===== config.mk =====
export PLATFORM = sky130hd
export DESIGN_NAME = halt_request_enable_logic
export DESIGN_NICKNAME = d
export VERILOG_FILES = /design/src/halt_request_enable_pkg.sv /design/src/halt_request_enable_logic.sv
export VERILOG_INCLUDE_DIRS = /design/src
export SDC_FILE = /design/constraint.sdc
export NUM_CORES = 1
export LEC_CHECK = 0
export BUFFER_PORTS_ARGS = -buffer_cell sky130_fd_sc_hd__buf_4
export CORE_MARGIN = 2
export CORE_UTILIZATION = 51
export CTS_CLUSTER_DIAMETER = 200
export DETAILED_ROUTE_END_ITERATION = 10
export HOLD_SLACK_MARGIN = 0.02
export PLACE_DENSITY = 0.85
export SYNTH_ARGS = -nofsm -noshare
export SYNTH_HDL_FRONTEND = slang
export SYNTH_SLANG_ARGS = --single-unit

===== constraint.sdc =====
create_clock -name aclk -period 2.65 [get_ports aclk]
set_input_delay 0.795 -clock aclk [delete_from_list [all_inputs] [get_ports aclk]]
set_output_delay 0.795 -clock aclk [all_outputs]
set_load 0.005 [all_outputs]

===== src/halt_request_enable_map.svh =====
`ifndef HALT_REQUEST_ENABLE_MAP_SVH
`define HALT_REQUEST_ENABLE_MAP_SVH

// ----------------------------------------
// Register offsets
// ----------------------------------------
`define HALT_REQUEST_ENABLE_OFS_CTRL 4'h0
`define HALT_REQUEST_ENABLE_OFS_STAT 4'h4
`define HALT_REQUEST_ENABLE_OFS_SCR 4'h8

// ----------------------------------------
// debug_control_one field positions
// ----------------------------------------
`define HALT_REQUEST_ENABLE_CTRL_ARM 0
`define HALT_REQUEST_ENABLE_CTRL_FORCE 1
`define HALT_REQUEST_ENABLE_CTRL_SRC 2
`define HALT_REQUEST_ENABLE_CTRL_ALIGN 3
`define HALT_REQUEST_ENABLE_CTRL_TGT 4
`define HALT_REQUEST_ENABLE_CTRL_HALT 5
`define HALT_REQUEST_ENABLE_CTRL_HRE 6
`define HALT_REQUEST_ENABLE_CTRL_TAG_LO 8
`define HALT_REQUEST_ENABLE_CTRL_TAG_HI 10

// ----------------------------------------
// sequencer_state_ctrl layout and resets
// ----------------------------------------
`define HALT_REQUEST_ENABLE_SCR_W 4
`define HALT_REQUEST_ENABLE_SCR_EXT 3
`define HALT_REQUEST_ENABLE_SCR_RST 12'h000
`define HALT_REQUEST_ENABLE_CH_NONE 2'h3

// ----------------------------------------
// Bus answers
// ----------------------------------------
`define HALT_REQUEST_ENABLE_RESP_OKAY 2'h0
`define HALT_REQUEST_ENABLE_RESP_SLVERR 2'h2

`endif


===== src/halt_request_enable_pkg.sv =====
package halt_request_enable_pkg;

  // Sequencer progress
  typedef enum logic [1:0] {
    SEQ_DISARMED,
    SEQ_ARMED,
    SEQ_TRACING
  } halt_request_enable_seq_type;

  // Software control bits
  typedef struct packed {
    logic arm;
    logic capture_source_sel;
    logic trace_alignment_sel;
    logic target_bdm;
    logic immediate_halt_bit;
    logic halt_request_enable;
    logic [2:0] tag_sel;
  } halt_request_enable_ctrl_type;

  // Core, trace and background controller inputs
  typedef struct packed {
    logic [2:0] chan_match;
    logic [2:0] tag_hit;
    logic trace_done;
    logic bdm_active;
    logic bdm_enable;
    logic bdm_single_step;
    logic background_insn_exec;
    logic swi_exec;
    logic brk_taken;
  } halt_request_enable_core_in_type;

  // Breakpoint and trace outputs
  typedef struct packed {
    logic brk_swi;
    logic brk_bdm;
    logic trace_start;
    logic trace_stop;
    logic resume_next;
    logic defer_swi;
  } halt_request_enable_out_type;

endpackage : halt_request_enable_pkg


===== src/halt_request_enable_logic.sv =====
// Our own choices: the AXI4-Lite register port and the placing of the registers.
`timescale 1ns/100ps
`include "halt_request_enable_map.svh"

module halt_request_enable_logic #(
  parameter int CH = 3
) (
  // Clock and reset
  input wire logic aclk,
  input wire logic aresetn,
  // AXI4-Lite write address
  input wire logic awvalid,
  output logic awready,
  input wire logic [3:0] awaddr,
  // AXI4-Lite write data
  input wire logic wvalid,
  output logic wready,
  input wire logic [31:0] wdata,
  input wire logic [3:0] wstrb,
  // AXI4-Lite write response
  output logic bvalid,
  input wire logic bready,
  output logic [1:0] bresp,
  // AXI4-Lite read address
  input wire logic arvalid,
  output logic arready,
  input wire logic [3:0] araddr,
  // AXI4-Lite read data
  output logic rvalid,
  input wire logic rready,
  output logic [31:0] rdata,
  output logic [1:0] rresp,
  // Core and background controller side
  input wire halt_request_enable_pkg::halt_request_enable_core_in_type core_in,
  output halt_request_enable_pkg::halt_request_enable_out_type brk_out
);

  // ----------------------------------------
  // State
  // ----------------------------------------
  typedef struct packed {
    logic aw_got;
    logic [3:0] aw_addr;
    logic w_got;
    logic [31:0] w_data;
    logic [3:0] w_strb;
    logic bvalid;
    logic [1:0] bresp;
    logic rvalid;
    logic [31:0] rdata;
    logic [1:0] rresp;
    halt_request_enable_pkg::halt_request_enable_ctrl_type ctrl;
    logic [11:0] sequencer_state_ctrl;
    halt_request_enable_pkg::halt_request_enable_seq_type seq;
    logic [1:0] level;
    logic [1:0] win_ch;
    logic pend;
    logic forced;
    halt_request_enable_pkg::halt_request_enable_out_type outs;
  } halt_request_enable_state_type;

  halt_request_enable_state_type r;
  halt_request_enable_state_type next_r;

  // Decoded helpers shared with checks
  logic wr_do;
  logic force_evt;
  logic [CH-1:0] evt;
  logic [CH-1:0] fin_hits;
  logic trigger;
  logic route_ok;
  logic route_bdm;
  logic suppress;

  // ----------------------------------------
  // Handshake outputs
  // ----------------------------------------
  assign awready = !r.aw_got;
  assign wready = !r.w_got;
  assign arready = !r.rvalid;
  assign bvalid = r.bvalid;
  assign bresp = r.bresp;
  assign rvalid = r.rvalid;
  assign rdata = r.rdata;
  assign rresp = r.rresp;
  assign brk_out = r.outs;

  // Write performed once address and data are both held
  assign wr_do = r.aw_got && r.w_got && !r.bvalid;
  assign force_evt = wr_do && (r.aw_addr == `HALT_REQUEST_ENABLE_OFS_CTRL) && r.w_strb[0]
    && r.w_data[`HALT_REQUEST_ENABLE_CTRL_FORCE] && r.w_data[`HALT_REQUEST_ENABLE_CTRL_ARM];

  // Channel events, tagged or immediate
  always_comb begin
    for (int i = 0; i < CH; i++) begin
      evt[i] = (r.ctrl.tag_sel[i] ? (core_in.tag_hit[i] && !core_in.bdm_single_step)
                : core_in.chan_match[i]) && !core_in.bdm_active;
      // fourth bit marks a Final transition
      fin_hits[i] = evt[i] && r.sequencer_state_ctrl[i*`HALT_REQUEST_ENABLE_SCR_W + `HALT_REQUEST_ENABLE_SCR_EXT];
    end
  end

  // an armed sequencer reacts to Final hits or force, a disarmed one to force only
  // arm plus force from disarmed triggers in one write
  assign trigger = ((r.seq == halt_request_enable_pkg::SEQ_ARMED) && (force_evt || (|fin_hits)))
    || ((r.seq == halt_request_enable_pkg::SEQ_DISARMED) && force_evt);

  assign route_ok = r.pend && r.ctrl.halt_request_enable && !core_in.bdm_active;
  assign route_bdm = route_ok && r.ctrl.target_bdm && core_in.bdm_enable;
  // forced interrupt break yields to background insn
  assign suppress = r.pend && r.forced && core_in.background_insn_exec && core_in.bdm_enable
    && !route_bdm;

  // ----------------------------------------
  // Next state
  // ----------------------------------------
  always_comb begin
    next_r = r;
    next_r.outs.trace_start = 1'b0;
    next_r.outs.trace_stop = 1'b0;
    next_r.outs.resume_next = 1'b0;
    next_r.outs.defer_swi = 1'b0;

    // Write channel capture
    if (awvalid && !r.aw_got) begin
      next_r.aw_got = 1'b1;
      next_r.aw_addr = awaddr;
    end
    if (wvalid && !r.w_got) begin
      next_r.w_got = 1'b1;
      next_r.w_data = wdata;
      next_r.w_strb = wstrb;
    end
    if (r.bvalid && bready) begin
      next_r.bvalid = 1'b0;
    end

    // Register write
    if (wr_do) begin
      next_r.aw_got = 1'b0;
      next_r.w_got = 1'b0;
      next_r.bvalid = 1'b1;
      next_r.bresp = `HALT_REQUEST_ENABLE_RESP_OKAY;
      unique case (r.aw_addr)
        `HALT_REQUEST_ENABLE_OFS_CTRL: begin
          if (r.w_strb[0]) begin
            next_r.ctrl.arm = r.w_data[`HALT_REQUEST_ENABLE_CTRL_ARM];
            next_r.ctrl.capture_source_sel = r.w_data[`HALT_REQUEST_ENABLE_CTRL_SRC];
            next_r.ctrl.trace_alignment_sel = r.w_data[`HALT_REQUEST_ENABLE_CTRL_ALIGN];
            next_r.ctrl.target_bdm = r.w_data[`HALT_REQUEST_ENABLE_CTRL_TGT];
            next_r.ctrl.immediate_halt_bit = r.w_data[`HALT_REQUEST_ENABLE_CTRL_HALT];
            next_r.ctrl.halt_request_enable = r.w_data[`HALT_REQUEST_ENABLE_CTRL_HRE];
          end
          if (r.w_strb[1]) begin
            next_r.ctrl.tag_sel = r.w_data[`HALT_REQUEST_ENABLE_CTRL_TAG_HI:`HALT_REQUEST_ENABLE_CTRL_TAG_LO];
          end
        end
        `HALT_REQUEST_ENABLE_OFS_SCR: begin
          if (r.w_strb[0]) begin
            next_r.sequencer_state_ctrl[7:0] = r.w_data[7:0];
          end
          if (r.w_strb[1]) begin
            next_r.sequencer_state_ctrl[11:8] = r.w_data[11:8];
          end
        end
        `HALT_REQUEST_ENABLE_OFS_STAT: begin
          next_r.bresp = `HALT_REQUEST_ENABLE_RESP_OKAY;
        end
        default: begin
          next_r.bresp = `HALT_REQUEST_ENABLE_RESP_SLVERR;
        end
      endcase
    end

    // Register read
    if (r.rvalid && rready) begin
      next_r.rvalid = 1'b0;
    end
    if (arvalid && !r.rvalid) begin
      next_r.rvalid = 1'b1;
      next_r.rresp = `HALT_REQUEST_ENABLE_RESP_OKAY;
      next_r.rdata = 32'h0000_0000;
      unique case (araddr)
        `HALT_REQUEST_ENABLE_OFS_CTRL: begin
          next_r.rdata[`HALT_REQUEST_ENABLE_CTRL_ARM] = r.ctrl.arm;
          next_r.rdata[`HALT_REQUEST_ENABLE_CTRL_SRC] = r.ctrl.capture_source_sel;
          next_r.rdata[`HALT_REQUEST_ENABLE_CTRL_ALIGN] = r.ctrl.trace_alignment_sel;
          next_r.rdata[`HALT_REQUEST_ENABLE_CTRL_TGT] = r.ctrl.target_bdm;
          next_r.rdata[`HALT_REQUEST_ENABLE_CTRL_HALT] = r.ctrl.immediate_halt_bit;
          next_r.rdata[`HALT_REQUEST_ENABLE_CTRL_HRE] = r.ctrl.halt_request_enable;
          next_r.rdata[`HALT_REQUEST_ENABLE_CTRL_TAG_HI:`HALT_REQUEST_ENABLE_CTRL_TAG_LO] = r.ctrl.tag_sel;
        end
        `HALT_REQUEST_ENABLE_OFS_STAT: begin
          next_r.rdata[7:0] = {r.forced, r.pend, r.win_ch, r.level, r.seq};
        end
        `HALT_REQUEST_ENABLE_OFS_SCR: begin
          next_r.rdata[11:0] = r.sequencer_state_ctrl;
        end
        default: begin
          next_r.rresp = `HALT_REQUEST_ENABLE_RESP_SLVERR;
        end
      endcase
    end

    // Sequencer arming and disarming
    if (!r.ctrl.arm) begin
      next_r.seq = halt_request_enable_pkg::SEQ_DISARMED;
    end else if (r.seq == halt_request_enable_pkg::SEQ_DISARMED) begin
      next_r.seq = halt_request_enable_pkg::SEQ_ARMED;
      next_r.level = 2'h0;
    end

    // Final hits first, then lowest channel
    if (r.seq == halt_request_enable_pkg::SEQ_ARMED && !force_evt) begin
      if (|fin_hits) begin
        for (int i = CH - 1; i >= 0; i--) begin
          if (fin_hits[i]) begin
            next_r.win_ch = i[1:0];
          end
        end
      end else if (|evt) begin
        for (int i = CH - 1; i >= 0; i--) begin
          if (evt[i]) begin
            next_r.win_ch = i[1:0];
            next_r.level = i[1:0] + 2'h1;
          end
        end
      end
    end

    // Acknowledged request retires
    if (r.pend && core_in.brk_taken) begin
      next_r.pend = 1'b0;
    end
    if (suppress) begin
      next_r.pend = 1'b0;
    end

    if (trigger) begin
      next_r.forced = force_evt;
      if (force_evt) begin
        next_r.win_ch = `HALT_REQUEST_ENABLE_CH_NONE;
      end
      // Settings of a same-cycle control write apply to its own force
      if (next_r.ctrl.immediate_halt_bit) begin
        next_r.outs.trace_stop = 1'b1;
        next_r.pend = next_r.ctrl.halt_request_enable;
        next_r.seq = halt_request_enable_pkg::SEQ_DISARMED;
        next_r.ctrl.arm = 1'b0;
      end else if (!next_r.ctrl.capture_source_sel) begin
        next_r.pend = next_r.ctrl.halt_request_enable;
        next_r.seq = halt_request_enable_pkg::SEQ_DISARMED;
        next_r.ctrl.arm = 1'b0;
      end else if (!next_r.ctrl.trace_alignment_sel) begin
        next_r.outs.trace_stop = 1'b1;
        next_r.pend = next_r.ctrl.halt_request_enable;
        next_r.seq = halt_request_enable_pkg::SEQ_DISARMED;
        next_r.ctrl.arm = 1'b0;
      end else begin
        next_r.outs.trace_start = 1'b1;
        next_r.seq = halt_request_enable_pkg::SEQ_TRACING;
      end
    end

    // later force has no effect here
    if (r.seq == halt_request_enable_pkg::SEQ_TRACING && r.ctrl.arm && core_in.trace_done) begin
      next_r.pend = r.ctrl.halt_request_enable;
      next_r.seq = halt_request_enable_pkg::SEQ_DISARMED;
      next_r.ctrl.arm = 1'b0;
    end

    // pending request held while background is active
    next_r.outs.brk_bdm = route_bdm;
    next_r.outs.brk_swi = route_ok && !route_bdm && !suppress;
    // user interrupt insn waits for background
    next_r.outs.defer_swi = route_bdm && core_in.swi_exec;
    next_r.outs.resume_next = r.pend && core_in.background_insn_exec;
  end

  // ----------------------------------------
  // State register
  // ----------------------------------------
  always_ff @(posedge aclk) begin
    if (!aresetn) begin
      r <= '0;
      r.sequencer_state_ctrl <= `HALT_REQUEST_ENABLE_SCR_RST;
      r.win_ch <= `HALT_REQUEST_ENABLE_CH_NONE;
      r.seq <= halt_request_enable_pkg::SEQ_DISARMED;
    end else begin
      r <= next_r;
    end
  end
endmodule : halt_request_enable_logic


==> impl_metrics.env <==
export IMPL_syn2layout_area_growth_pct=14.40
export IMPL_cts_tree="built"
export IMPL_drt_total_wl_um=7274
export IMPL_clk_pin_slew_ns=0.08
export IMPL_p_leak_uw=0.001711
export IMPL_synth_ff_type="dfxtp_1"
export IMPL_ys_seq_elements=71
export IMPL_finalClockSkew_ns=0.01210
export IMPL_synth_adder_area_share=0
export IMPL_synth_top_family_by_area="simple AND/OR/NAND/NOR gates"
export IMPL_final_antenna_net_count=0
export IMPL_worstHoldPathType="flip-flop to flip-flop"
export IMPL_synth_top_cell_by_area="dfxtp_1"
export IMPL_placed_area_um2=3796
export IMPL_cp_slowest_cell="o41a_1"
export IMPL_antenna_found_initial=0
export IMPL_cts_buffers=9
export IMPL_setup_tns_ns=0
export IMPL_grt_pass1_wl_um=11830
export IMPL_post_drt_wl_per_cell_um=14.02
export IMPL_grtUsageTotal=0.2016
export IMPL_sw_frac_of_total=0.2453
export IMPL_die_w_um=86.75
export IMPL_synth_area_per_cell_um2=8.886
export IMPL_holdBufCountCts=0
export IMPL_clkPwrFrac=0.402
export IMPL_layout_drive_gt1_share=0.2096
export IMPL_muxShareOfSynthArea=0.09029
export IMPL_cp_start_kind="primary input"
export IMPL_cts_buffer_depth=2
export IMPL_postCtsSetupBuffers=0
export IMPL_cp_arrival_ns=2.29
export IMPL_switching_power_uw=535.3
export IMPL_worstPathCellList="buf_4 > nor3b_1 > o21ai_1 > a41o_1 > o41a_1 > o21a_1"
export IMPL_antenna_cells=0
export IMPL_p_per_area_nw_per_um2=546.2
export IMPL_synth_seq_area_share=0.4070
export IMPL_synth_area_leaders="dfxtp_1 41%, buf_4 9.0%, mux2i_1 8.6%"
export IMPL_n_fill_cell=586
export IMPL_drc=0
export IMPL_core_um2=6719
export IMPL_yosysTopAreaCellShare=0.4070
export IMPL_synthXorXnorAreaFrac=0
export IMPL_post_route_util=0.5946
export IMPL_htree_levels=3
export IMPL_status="finished clean"
export IMPL_setup_violations_final=0
export IMPL_num_rows=30
export IMPL_combPwrFrac=0.088
export IMPL_worstSetupEndpointType="flip-flop"
export IMPL_start_util=0.5197
export IMPL_clock_sinks=71
export IMPL_grt_ovfl_total=0
export IMPL_seqPwrFrac=0.511
export IMPL_relSlewSlack=0.6018
export IMPL_max_cap_violations=0
export IMPL_slew_viol_final=0
export IMPL_synth_compound_area_frac=0.1458
export IMPL_tightest_slew_ns=0.5961
export IMPL_synth_most_common_cell="dfxtp_1"
export IMPL_synthesis_area_um2=3492
export IMPL_netlist_instances=393
export IMPL_io_pins=111
export IMPL_async_flop_share=0
export IMPL_ir_drop_mv=0.3026
export IMPL_crit_required_ns=2.91
export IMPL_synth_edf_count=0
export IMPL_die_area_um2=7526
export IMPL_finalHoldViolations=0
export IMPL_intPower_uw=1647
export IMPL_vias=2707
export IMPL_cts_root_buf="clkbuf_8"
export IMPL_max_freq_mhz=491.4
export IMPL_grt_max_degree=44
export IMPL_final_area_um2=3995
export IMPL_die_y_um=86.75
export IMPL_first_global_vias=2478
export IMPL_layout_min_cycle_time_ns=2.035
export IMPL_drtPass1Iterations=4
export IMPL_nNetsFinal=498
export IMPL_yosys_warnings=0
export IMPL_fin_crit_sh=0.7680
export IMPL_path_class="primary input to flip-flop"
export IMPL_synth_common_cells="71 x dfxtp_1, 52 x nand2_1, 42 x buf_4"
export IMPL_ys_types=52
export IMPL_viasPerCell=5.216
export IMPL_crit_fanout=5
export IMPL_post_cts_resized=0
export IMPL_portBuffers=66
export IMPL_drt_iter0_markers=200
export IMPL_hpwl_um=5377
export IMPL_rsz0062_at_grt="false"
export IMPL_slowest_delay_ns=0.42
export IMPL_clkLatencyLatePin_ns=0.35
export IMPL_synthSimpleGateAreaFrac=0.2304
export IMPL_globalplace_congestion=0.8315
## through the flow
step	total power (uW)	std cells	worst slack, ns	hold slack [ns]
detailed placement	1330	503	0.2531	0.4580
floorplan	1270	414	0.5574	0.4354
CTS	2186	519	0.6181	0.4752
finish	2182	519	0.6149	0.4747
global placement	1324	503	0.2989	0.4504
global route	2259	519	0.5311	0.5020
## cell usage in the layout (no fill, tap or decap), drive strengths merged, types with 2 or more instances in the layout
cell type and n:
a211o 2, a211oi 2, a21boi 18, a21oi 9, a22o 2, a22oi 8, a31oi 3, a32o 2
and2 4, and3 5, and3b 2, and4bb 2, buf 69, clkbuf 11, clkinv 4, conb 22
dfxtp 71, inv 12, mux2i 30, nand2 52, nand2b 5, nand3 10, nand3b 4, nand4 3
nor2 8, nor2b 37, nor3 5, nor3b 2, nor4 3, o211a 3, o21a 2, o21ai 15
## cell type report
cell class | instances | area [um2] | area share
Multi-Input combinational cell | 271 | 1712 | 0.4284
Sequential cell | 71 | 1421 | 0.3558
Clock inverter | 5 | 57.56 | 0.01441
Clock buffer | 11 | 141.4 | 0.03539
Tap cell | 80 | 100.1 | 0.02505
Timing Repair Buffer | 69 | 518.0 | 0.1297
Inverter | 12 | 45.04 | 0.01127
## cell families after synthesis
family,count (synthesis)
and+or+nand+nor,145
AOI/OAI and AO/OA,73
buffers and inverters,72
DFF,71
muxes,31
other,1
## state kept, by name (all words and copies together) (netlist names)
name     count
rresp        1
bresp        1
r           49
brk_out      6
rdata       12
rvalid       1
bvalid       1
## per-layer routing
metal	global-route usage	routed length, um	up-vias
li1	-	-	1367
met1	0.2674	3373	1246
met2	0.3154	3362	82
met3	0.03810	409	12
met4	0.09801	128	0
met5	0	0	-
## final timing paths
path              start  endpoint  slack (ns)  cells after the start
max          core_in[5]      r[7]        0.61                      6
min               r[84]     r[84]        0.47                      2
max reg2reg      r[111]     r[19]        0.74                      5
min reg2reg       r[84]     r[84]        0.47                      2
## power by group through the flow
stage	sequential, uW	clock (uW)	combinational (uW)
3_5_place_dp	1140	0	191
4_1_cts	1110	880	192
2_1_floorplan	1130	0	138
3_3_place_gp	1140	0	186
6_report	1110	877	191
5_1_grt	1120	928	213
## worst max-delay path: cells and delay by family
kind | cells | cell delay [ns]
and+or+nand+nor | 1 | 0.34
AOI/OAI and AO/OA | 4 | 1.03
buffers and inverters | 1 | 0.13
Note: power is estimated with default switching activity, not from simulation.
